**config.mk**
```make
export PLATFORM = sky130hd
export DESIGN_NAME = pdc_port_direction_control
export DESIGN_NICKNAME = d
export VERILOG_FILES = /design/src/hdl/pdc_pkg.sv /design/src/hdl/pdc_sync.sv /design/src/hdl/pdc_port_direction_control.sv
export SDC_FILE = /design/constraint.sdc
export NUM_CORES = 1
export LEC_CHECK = 0
export ABC_AREA = 1
export BUFFER_PORTS_ARGS = -buffer_cell sky130_fd_sc_hd__buf_2
export CELL_PAD_IN_SITES_DETAIL_PLACEMENT = 1
export CELL_PAD_IN_SITES_GLOBAL_PLACEMENT = 2
export CORE_ASPECT_RATIO = 2
export CORE_MARGIN = 5
export CORE_UTILIZATION = 29
export DETAILED_ROUTE_END_ITERATION = 6
export PLACE_DENSITY = 0.74
export SETUP_SLACK_MARGIN = 0.15
export SYNTH_ARGS = -nofsm -noshare
export SYNTH_HDL_FRONTEND = slang
export SYNTH_SLANG_ARGS = --single-unit
```
**constraint.sdc**
```tcl
create_clock -name core_clk -period 1.5 [get_ports core_clk]
set_clock_uncertainty 0.15 [all_clocks]
set_input_delay 0.075 -clock core_clk [delete_from_list [all_inputs] [get_ports core_clk]]
set_output_delay 0.075 -clock core_clk [all_outputs]
set_load 0.02 [all_outputs]
```
**src/hdl/pdc_pkg.sv**
```systemverilog
// package: register map, field layout and carriers for port direction control
package pdc_pkg;

  // ==========================================================================
  // widths
  localparam int unsigned ADDR_W      = 12;
  localparam int unsigned DATA_W      = 32;
  localparam int unsigned SIX_W       = 6;
  localparam int unsigned EIGHT_W     = 8;
  localparam int unsigned REG_W       = 8;

  // ==========================================================================
  // register byte offsets
  localparam logic [ADDR_W-1:0] OFF_SIX_DIR    = 12'h000;
  localparam logic [ADDR_W-1:0] OFF_EIGHT_DIR  = 12'h004;
  localparam logic [ADDR_W-1:0] OFF_SIX_DATA   = 12'h008;
  localparam logic [ADDR_W-1:0] OFF_EIGHT_DATA = 12'h00c;
  localparam logic [ADDR_W-1:0] OFF_PIN_STATE  = 12'h010;
  localparam logic [ADDR_W-1:0] OFF_MODE       = 12'h014;

  // ==========================================================================
  // reset values
  localparam logic [SIX_W-1:0]   RST_SIX_DIR    = 6'h00;
  localparam logic [EIGHT_W-1:0] RST_EIGHT_DIR  = 8'h00;
  localparam logic [SIX_W-1:0]   RST_SIX_DATA   = 6'h00;
  localparam logic [EIGHT_W-1:0] RST_EIGHT_DATA = 8'h00;
  localparam logic [DATA_W-1:0]  RD_ZERO        = 32'h00000000;

  // ==========================================================================
  // mode register fields
  localparam int unsigned MODE_SINGLE_CHIP = 0;
  localparam int unsigned MODE_EXPANSION   = 1;
  localparam int unsigned MODE_BUS16       = 2;
  localparam int unsigned MODE_W           = 3;
  localparam logic [MODE_W-1:0] RST_MODE   = 3'h0;

  // pin state register fields
  localparam int unsigned PIN_SIX_LSB   = 0;
  localparam int unsigned PIN_EIGHT_LSB = 8;
  localparam int unsigned PIN_OWN_BIT   = 16;

  // ==========================================================================
  // pin carriers
  typedef struct packed {
    logic [SIX_W-1:0] out;
    logic [SIX_W-1:0] oe;
  } pdc_six_pin_t;

  typedef struct packed {
    logic [EIGHT_W-1:0] out;
    logic [EIGHT_W-1:0] oe;
  } pdc_eight_pin_t;

  typedef struct packed {
    logic [SIX_W-1:0] enable;
    logic [SIX_W-1:0] out;
    logic [SIX_W-1:0] oe;
  } pdc_alt_fn_t;

  typedef struct packed {
    logic [EIGHT_W-1:0] out;
    logic [EIGHT_W-1:0] oe;
  } pdc_bus_drive_t;

endpackage

```
**src/hdl/pdc_sync.sv**
```systemverilog
// two flip-flop synchroniser for pin inputs
`timescale 1ns/10ps
module pdc_sync #(
  parameter int unsigned WIDTH = 8
) (
  input  wire logic             core_clk,
  input  wire logic             rst_n,
  input  wire logic [WIDTH-1:0] async,
  output logic      [WIDTH-1:0] synced
);

  // ==========================================================================
  // stages
  logic [WIDTH-1:0] stage1;

  // first stage feeds only the second
  always_ff @(posedge core_clk or negedge rst_n) begin
    if (!rst_n) begin
      stage1 <= '0;
      synced <= '0;
    end else begin
      stage1 <= async;
      synced <= stage1;
    end
  end

endmodule

```
**src/hdl/pdc_port_direction_control.sv**
```systemverilog
// top: apb slave with direction and data registers for two shared ports
//
// The APB interface to the registers and the register offsets were left to the implementer.
`timescale 1ns/10ps
module pdc_port_direction_control (
  input  wire logic                               core_clk,
  input  wire logic                               rst_n,
  // apb
  input  wire logic                               psel,
  input  wire logic                               penable,
  input  wire logic                               pwrite,
  input  wire logic [pdc_pkg::ADDR_W-1:0]         paddr,
  input  wire logic [pdc_pkg::DATA_W-1:0]         pwdata,
  output logic      [pdc_pkg::DATA_W-1:0]         prdata,
  output logic                                    pready,
  output logic                                    pslverr,
  // six-pin port
  input  wire logic [pdc_pkg::SIX_W-1:0]          sixPinIn,
  output pdc_pkg::pdc_six_pin_t                   sixPin,
  input  wire pdc_pkg::pdc_alt_fn_t               sixAlt,
  output logic      [pdc_pkg::SIX_W-1:0]          sixAltIn,
  // eight-pin port
  input  wire logic [pdc_pkg::EIGHT_W-1:0]        eightPinIn,
  output pdc_pkg::pdc_eight_pin_t                 eightPin,
  // external data bus side
  input  wire pdc_pkg::pdc_bus_drive_t            busDrive,
  output logic      [pdc_pkg::EIGHT_W-1:0]        busDataIn,
  output logic                                    busOwnsPort
);

  // ==========================================================================
  // address decode
  function automatic logic isMapped(input logic [pdc_pkg::ADDR_W-1:0] a);
    isMapped = (a == pdc_pkg::OFF_SIX_DIR)    ||
               (a == pdc_pkg::OFF_EIGHT_DIR)  ||
               (a == pdc_pkg::OFF_SIX_DATA)   ||
               (a == pdc_pkg::OFF_EIGHT_DATA) ||
               (a == pdc_pkg::OFF_PIN_STATE)  ||
               (a == pdc_pkg::OFF_MODE);
  endfunction

  function automatic logic hits(input logic [pdc_pkg::ADDR_W-1:0] a,
                                input logic [pdc_pkg::ADDR_W-1:0] off);
    hits = (a == off);
  endfunction

  // ==========================================================================
  // declarations
  logic                              access;
  logic                              wrStrobe;
  logic [pdc_pkg::SIX_W-1:0]         sixDir;
  logic [pdc_pkg::EIGHT_W-1:0]       eightDir;
  logic [pdc_pkg::SIX_W-1:0]         sixData;
  logic [pdc_pkg::EIGHT_W-1:0]       eightData;
  logic [pdc_pkg::MODE_W-1:0]        mode;
  logic [pdc_pkg::SIX_W-1:0]         sixSync;
  logic [pdc_pkg::EIGHT_W-1:0]       eightSync;
  logic                              next_busOwns;
  logic [pdc_pkg::DATA_W-1:0]        next_prdata;
  logic [pdc_pkg::SIX_W-1:0]         next_sixOut;
  logic [pdc_pkg::SIX_W-1:0]         next_sixOe;
  logic [pdc_pkg::EIGHT_W-1:0]       next_eightOut;
  logic [pdc_pkg::EIGHT_W-1:0]       next_eightOe;

  // ==========================================================================
  // apb handshake
  // zero wait states: pready rises for the single access cycle
  typedef enum {
    BUS_IDLE,
    BUS_ACCESS
  } pdc_bus_state_t;

  pdc_bus_state_t                    busState;
  pdc_bus_state_t                    next_busState;
  logic                              setupPhase;

  // a setup seen while answering is not taken as a second request
  assign setupPhase = psel && !penable && (busState == BUS_IDLE);
  assign access     = psel && penable && pready;
  assign wrStrobe   = access && pwrite;

  always_comb begin
    next_busState = BUS_IDLE;
    case (busState)
      BUS_IDLE: begin
        if (setupPhase) begin
          next_busState = BUS_ACCESS;
        end
      end
      BUS_ACCESS: begin
        next_busState = BUS_IDLE;
      end
      default: begin
        next_busState = BUS_IDLE;
      end
    endcase
  end

  always_ff @(posedge core_clk or negedge rst_n) begin
    if (!rst_n) begin
      busState <= BUS_IDLE;
    end else begin
      busState <= next_busState;
    end
  end

  // pready mirrors the state but stays a plain flop output
  always_ff @(posedge core_clk or negedge rst_n) begin
    if (!rst_n) begin
      pready <= 1'b0;
    end else begin
      pready <= (next_busState == BUS_ACCESS);
    end
  end

  always_ff @(posedge core_clk or negedge rst_n) begin
    if (!rst_n) begin
      pslverr <= 1'b0;
    end else if (setupPhase) begin
      pslverr <= !isMapped(paddr);
    end else begin
      pslverr <= 1'b0;
    end
  end

  // ==========================================================================
  // direction registers
  always_ff @(posedge core_clk or negedge rst_n) begin
    if (!rst_n) begin
      sixDir <= pdc_pkg::RST_SIX_DIR;
    end else if (wrStrobe && hits(paddr, pdc_pkg::OFF_SIX_DIR)) begin
      // reserved upper bits are simply not stored
      sixDir <= pwdata[pdc_pkg::SIX_W-1:0];
    end
  end

  always_ff @(posedge core_clk or negedge rst_n) begin
    if (!rst_n) begin
      eightDir <= pdc_pkg::RST_EIGHT_DIR;
    end else if (wrStrobe && hits(paddr, pdc_pkg::OFF_EIGHT_DIR)) begin
      eightDir <= pwdata[pdc_pkg::EIGHT_W-1:0];
    end
  end

  // ==========================================================================
  // data registers
  always_ff @(posedge core_clk or negedge rst_n) begin
    if (!rst_n) begin
      sixData <= pdc_pkg::RST_SIX_DATA;
    end else if (wrStrobe && hits(paddr, pdc_pkg::OFF_SIX_DATA)) begin
      sixData <= pwdata[pdc_pkg::SIX_W-1:0];
    end
  end

  always_ff @(posedge core_clk or negedge rst_n) begin
    if (!rst_n) begin
      eightData <= pdc_pkg::RST_EIGHT_DATA;
    end else if (wrStrobe && hits(paddr, pdc_pkg::OFF_EIGHT_DATA)) begin
      eightData <= pwdata[pdc_pkg::EIGHT_W-1:0];
    end
  end

  // ==========================================================================
  // mode register
  // software sets the operating mode here; a strap would need a sampler
  always_ff @(posedge core_clk or negedge rst_n) begin
    if (!rst_n) begin
      mode <= pdc_pkg::RST_MODE;
    end else if (wrStrobe && hits(paddr, pdc_pkg::OFF_MODE)) begin
      mode <= pwdata[pdc_pkg::MODE_W-1:0];
    end
  end

  // ==========================================================================
  // read data
  always_comb begin
    next_prdata = pdc_pkg::RD_ZERO;
    case (paddr)
      pdc_pkg::OFF_SIX_DIR: begin
        next_prdata = pdc_pkg::RD_ZERO;
      end
      pdc_pkg::OFF_EIGHT_DIR: begin
        next_prdata = pdc_pkg::RD_ZERO;
      end
      pdc_pkg::OFF_SIX_DATA: begin
        next_prdata[pdc_pkg::SIX_W-1:0] = sixData;
      end
      pdc_pkg::OFF_EIGHT_DATA: begin
        next_prdata[pdc_pkg::EIGHT_W-1:0] = eightData;
      end
      pdc_pkg::OFF_PIN_STATE: begin
        next_prdata[pdc_pkg::PIN_SIX_LSB +: pdc_pkg::SIX_W]     = sixSync;
        next_prdata[pdc_pkg::PIN_EIGHT_LSB +: pdc_pkg::EIGHT_W] = eightSync;
        next_prdata[pdc_pkg::PIN_OWN_BIT]                      = busOwnsPort;
      end
      pdc_pkg::OFF_MODE: begin
        next_prdata[pdc_pkg::MODE_W-1:0] = mode;
      end
      default: begin
        next_prdata = pdc_pkg::RD_ZERO;
      end
    endcase
  end

  // data driven during the access cycle only
  always_ff @(posedge core_clk or negedge rst_n) begin
    if (!rst_n) begin
      prdata <= pdc_pkg::RD_ZERO;
    end else if (setupPhase && !pwrite) begin
      prdata <= next_prdata;
    end else begin
      prdata <= pdc_pkg::RD_ZERO;
    end
  end

  // ==========================================================================
  // pin input synchronisers
  pdc_sync #(
    .WIDTH (pdc_pkg::SIX_W)
  ) u_sync_six (
    .core_clk (core_clk),
    .rst_n    (rst_n),
    .async    (sixPinIn),
    .synced   (sixSync)
  );

  pdc_sync #(
    .WIDTH (pdc_pkg::EIGHT_W)
  ) u_sync_eight (
    .core_clk (core_clk),
    .rst_n    (rst_n),
    .async    (eightPinIn),
    .synced   (eightSync)
  );

  // ==========================================================================
  // eight-pin port ownership
  always_comb begin
    next_busOwns = 1'b0;
    if (!mode[pdc_pkg::MODE_SINGLE_CHIP]) begin
      next_busOwns = mode[pdc_pkg::MODE_BUS16];
    end else if (mode[pdc_pkg::MODE_EXPANSION]) begin
      next_busOwns = mode[pdc_pkg::MODE_BUS16];
    end else begin
      next_busOwns = 1'b0;
    end
  end

  always_ff @(posedge core_clk or negedge rst_n) begin
    if (!rst_n) begin
      busOwnsPort <= 1'b0;
    end else begin
      busOwnsPort <= next_busOwns;
    end
  end

  // ==========================================================================
  // six-pin drive
  // alternative function takes the pin per bit; otherwise direction decides
  genvar gi;
  generate
    for (gi = 0; gi < pdc_pkg::SIX_W; gi++) begin : g_six
      always_comb begin
        if (sixAlt.enable[gi]) begin
          next_sixOut[gi] = sixAlt.out[gi];
          next_sixOe[gi]  = sixAlt.oe[gi];
        end else begin
          next_sixOut[gi] = sixData[gi] && sixDir[gi];
          next_sixOe[gi]  = sixDir[gi];
        end
      end
    end
  endgenerate

  always_ff @(posedge core_clk or negedge rst_n) begin
    if (!rst_n) begin
      sixPin   <= '0;
      sixAltIn <= '0;
    end else begin
      sixPin.out <= next_sixOut;
      sixPin.oe  <= next_sixOe;
      sixAltIn   <= sixSync;
    end
  end

  // ==========================================================================
  // eight-pin drive
  // one cycle of drive lag after a mode change; software must not race it
  generate
    for (gi = 0; gi < pdc_pkg::EIGHT_W; gi++) begin : g_eight
      always_comb begin
        if (next_busOwns) begin
          next_eightOut[gi] = busDrive.out[gi];
          next_eightOe[gi]  = busDrive.oe[gi];
        end else begin
          next_eightOut[gi] = eightData[gi] && eightDir[gi];
          next_eightOe[gi]  = eightDir[gi];
        end
      end
    end
  endgenerate

  always_ff @(posedge core_clk or negedge rst_n) begin
    if (!rst_n) begin
      eightPin  <= '0;
      busDataIn <= '0;
    end else begin
      eightPin.out <= next_eightOut;
      eightPin.oe  <= next_eightOe;
      busDataIn    <= eightSync;
    end
  end

endmodule

```
After elaboration in Yosys (flattened, before gate mapping)

Cells that the tools add are included.

Equality and inequality tests: 6
Reductions and logical operators: 36
Muxes and demuxes: 38

Operators by type and width:

| operator                                              | number |
|---|---|
| logical NOT 32 bit                                    | 2 |
| 2-to-1 mux 1 bit                                      | 33 |
| equality test 32 x 2 -> 1 bit (second input constant) | 1 |
| logical AND 1 bit                                     | 25 |
| equality test 12 x 4 -> 1 bit (second input constant) | 2 |
| equality test 12 x 5 -> 1 bit (second input constant) | 2 |
| 2-to-1 mux 17 bit                                     | 1 |
| equality test 12 x 3 -> 1 bit (second input constant) | 1 |
| logical NOT 12 bit                                    | 1 |
| one-hot mux 3 bit (4 select lines)                    | 1 |
| 2-to-1 mux 9 bit                                      | 1 |
| one-hot mux 3 bit (3 select lines)                    | 1 |
| logical OR 1 bit                                      | 5 |
| logical NOT 1 bit                                     | 3 |
| 2-to-1 mux 2 bit                                      | 1 |

Bits of input ports: 97
Flip-flop bits (word level): 168
Logic and storage cells: 100
Output and inout bits: 77

Longest topological paths before layout

Depth in word-level cells: 8
Gate-level depth with buffers: 9

By module

Synthesis repeated with hierarchy kept, for this count alone.

Cell total of the unflattened synthesis: 411
Area, all modules: 4484.3 sq um

By module, submodules not included:

| module                     | times used | area each (sq um) | cells an instance | sequential area each (sq um) |
|---|---|---|---|---|
| pdc_port_direction_control | 1          | 3783.6            | 383               | 2327.2 |
| pdc_sync at u_sync_eight   | 1          | 400.4             | 16                | 400.4 |
| pdc_sync at u_sync_six     | 1          | 300.3             | 12                | 300.3 |

Worst setup path before layout

No wires, ideal clock.

Kind: register to register
Start point: register, netlist name busState[0]
End point: register eightData[5] in the netlist's numbering
Period minus slack after synthesis: 1.492 ns
Buffers on the path: 1
Data required time: 1.228 ns
Arrival time: 1.220 ns
Stages on the path, launching flop included: 7
Path slack: 0.008 ns
Cells stage by stage: dfrtp_1 > nand3_1 > nor2_4 > nand3_4 > buf_6 > nand2_1 > o21ai_2

RTL lines:

| element                | RTL line                          | text |
|---|---|---|
| end signal: assignment | pdc_port_direction_control.sv:157 | `eightData <= pdc_pkg::RST_EIGHT_DATA;` |
| end signal: assignment | pdc_port_direction_control.sv:159 | `eightData <= pwdata[pdc_pkg::EIGHT_W-1:0];` |
| end: declaration       | pdc_port_direction_control.sv:54  | `logic [pdc_pkg::EIGHT_W-1:0] eightData;` |

==> key figures <==
Yosys
  – Asr flop ratio synth: 100%
  – Top-area cell type share of the netlist area: 66.0%
  – Area contributors post-synth: dfrtp_1 (66%), nand2_1 (10%), o21ai_2 (5.3%)
  – Synthesized area: 4580 um^2
  – Count leader, synth: nand2_1
  – Cell taking the most area after synthesis: dfrtp_1
  – Synth cell types: 20
  – #FFs+latches synth: 121
  – Post-Syn Instances: 418
  – Synth cell count leaders: nand2_1 (128), dfrtp_1 (121), nand3_1 (33)
  – Post-Syn Area per Cell: 11.0 um^2
  – Ys flop type: dfrtp_1
  – Post-synth EDFFs: 0
  – Yosys warnings: 0
  – Sequential share of the synthesized area: 66.0%

Global routing
  – First-pass GRT wire length: 21.2 mm
  – Antenna violations before repair: 0
  – Pin count of the biggest net entering global routing: 33
  – Grt ovf: 0
  – Gr usage total: 14.9%
  – Vias in the first global route: 4187

Pwr
  – LEAKAGE: 3.61 nW
  – Pwr dens: 1140 nW/um^2
  – Worst VDD drop: 749 uV
  – Total power: 8.07 mW

Route
  – Post-Route WL: 13.4 mm
  – Vias per Instance: 4.24
  – Drt wl/cell: 15.4 um
  – DRC Markers: 0
  – Routed via count: 3675
  – Final ANT Viol Nets: 0
  – DR pass1 iterations: 4
  – 1st-iter DRT viols: 55

Worst setup path
  – Startpoint Class: register
  – Required @ worst endpoint: 1.65 ns
  – Critical path class: reg -> reg
  – CP max FO: 16
  – Worst Path Arrival: 1.56 ns
  – Setup crit end kind: register

Cells and area
  – Fin area: 7060 um^2
  – Final net count: 750
  – Antenna diodes: 0
  – Cell Count, Final, Fillers Out: 867
  – Area growth from synthesis to layout: 54.0%
  – Share of post-route cells with drive strength above 1: 39.5%
  – # fillers: 1759
  – Post-Route Utilization: 45.0%

Placement
  – Dpl ws: -0.0672 ns
  – PortBufs: 134
  – Routability cong.: 0.746
  – DP Cell Count: 757
  – HPWL after DPL: 9.42 mm
  – DP Area: 5560 um^2

Clock network
  – CTS H-tree depth: 4
  – Worst-path clk slew: 0.06 ns
  – TritonCTS Buffers: 17
  – Root Driver: clkbuf_16
  – CTS Buffer Depth: 2
  – CTS tree: yes
  – Clock Latency Late Sink: 0.42 ns
  – Sink Count: 121

Timing
  – Post-route minimum period: 1.41 ns
  – Fmax: 710 MHz
  – Final Hold Viols: 24
  – Number of setup violations in the final report: 0
  – Fin crit share: 94.0%
  – Hold slack: -0.0221 ns
  – Total negative slack: 0 ns
  – Worst Slack Setup Final: 0.0907 ns
  – Slew Limit Fails: 0
  – Unrepaired setup endpoints after global routing: true

Floorplanning
  – Chip height: 188 um
  – Die width: 98.9 um
  – Die area: 18600 um^2
  – Total core area: 15700 um^2
  – Row cnt: 65
  – Initial core utilization: 29.2%
  – Io pins: 174

Status
  – Outcome: complete, but fails checks
  – Failing checks: negative hold slack

Hold path
  – Worst hold path type: in -> async

Run
  – Maxcap violations: 0
[timing repair]
action | 4_1_cts | 5_1_grt
cloned | 1 | 1
resized for setup | 1 | 26
pin swaps | 3 | 6
hold endpoints to repair | 199 | 0
setup endpoints to repair | 31 | 46
buffers inserted | 2 | 0
hold buffers | 74 | 0
[worst max-delay path, stage by stage (launching register included)]
cell and delay [ns]:
dfrtp_2 0.40, nand3_2 0.09, nor2_4 0.11, buf_12 0.15, nand3_4 0.08, buf_12 0.17, nand2_1 0.08, o21ai_2 0.05
[layer usage]
metal	global-route usage (%)	part of all wire (%)	vias up
met4	6.05	2.2	0
li1	-	-	1761
met1	14.0	33	1789
met3	3.95	5.2	19
met5	0	0	-
met2	29.3	60	106
[final timing paths]
path / end / start / depth (start not counted) / slack [ns]
max in group asynchronous: eightDir[4] / rst_n / 3 / 0.63
max: eightDir[4] / busState[0] / 7 / 0.09
max reg2reg: eightDir[4] / busState[0] / 7 / 0.09
min in group core_clk: prdata[4] / paddr[2] / 6 / 0.02
min: prdata[9] / rst_n / 2 / -0.02
min reg2reg: u_sync_eight.synced[2] / u_sync_eight.stage1[2] / 0 / 0.20
[cell type report]
| type | instances | area, um^2 | area share (%) |
|---|---|---|---|
| multi-input cells | 259 | 1410 | 20.0 |
| flip-flops and latches | 121 | 3030 | 42.9 |
| well taps | 201 | 251 | 3.56 |
| clock inverters | 12 | 141 | 2.00 |
| clock buffers | 20 | 467 | 6.61 |
| inverters | 28 | 105 | 1.49 |
| repair buffers | 226 | 1660 | 23.4 |
[cell families after synthesis]
logic type | Yosys count | synth area share, %
buffers and inverters | 53 | 6.85
flip-flops | 121 | 66.0
AND/OR/NAND/NOR | 208 | 20.9
other | 1 | 0.0818
AO/OA/AOI/OAI | 35 | 6.11
[sequential cells by signal, indices dropped and copies added (netlist names)]
| register | flops |
|---|---|
| busState | 1 |
| prdata | 17 |
| sixPin | 12 |
| busOwnsPort | 1 |
| pslverr | 1 |
| u_sync_six.stage1 | 6 |
| busDataIn | 8 |
| u_sync_eight.synced | 8 |
| eightPin | 16 |
| sixData | 6 |
| eightData | 8 |
| u_sync_eight.stage1 | 8 |
| eightDir | 8 |
| sixDir | 6 |
| mode | 3 |
| sixAltIn | 6 |
| u_sync_six.synced | 6 |
[cells in the final DEF (no fill, tap or decap), drive strengths merged]
master	count
clkbuf	20
conb	15
dlygate4sd3	74
nor3	2
clkinvlp	4
nor3b	1
nand3	39
dfrtp	121
bufinv	2
buf	152
inv	29
nor2	35
nand2	132
clkinv	5
o21ai	35
[power by group]
group | internal, mW | switching [mW]
clock network | 2.59 | 1.52
logic | 0.272 | 0.316
registers | 3.34 | 0.0287
total | 6.21 | 1.86
Note: power is estimated with default switching activity, not from simulation.
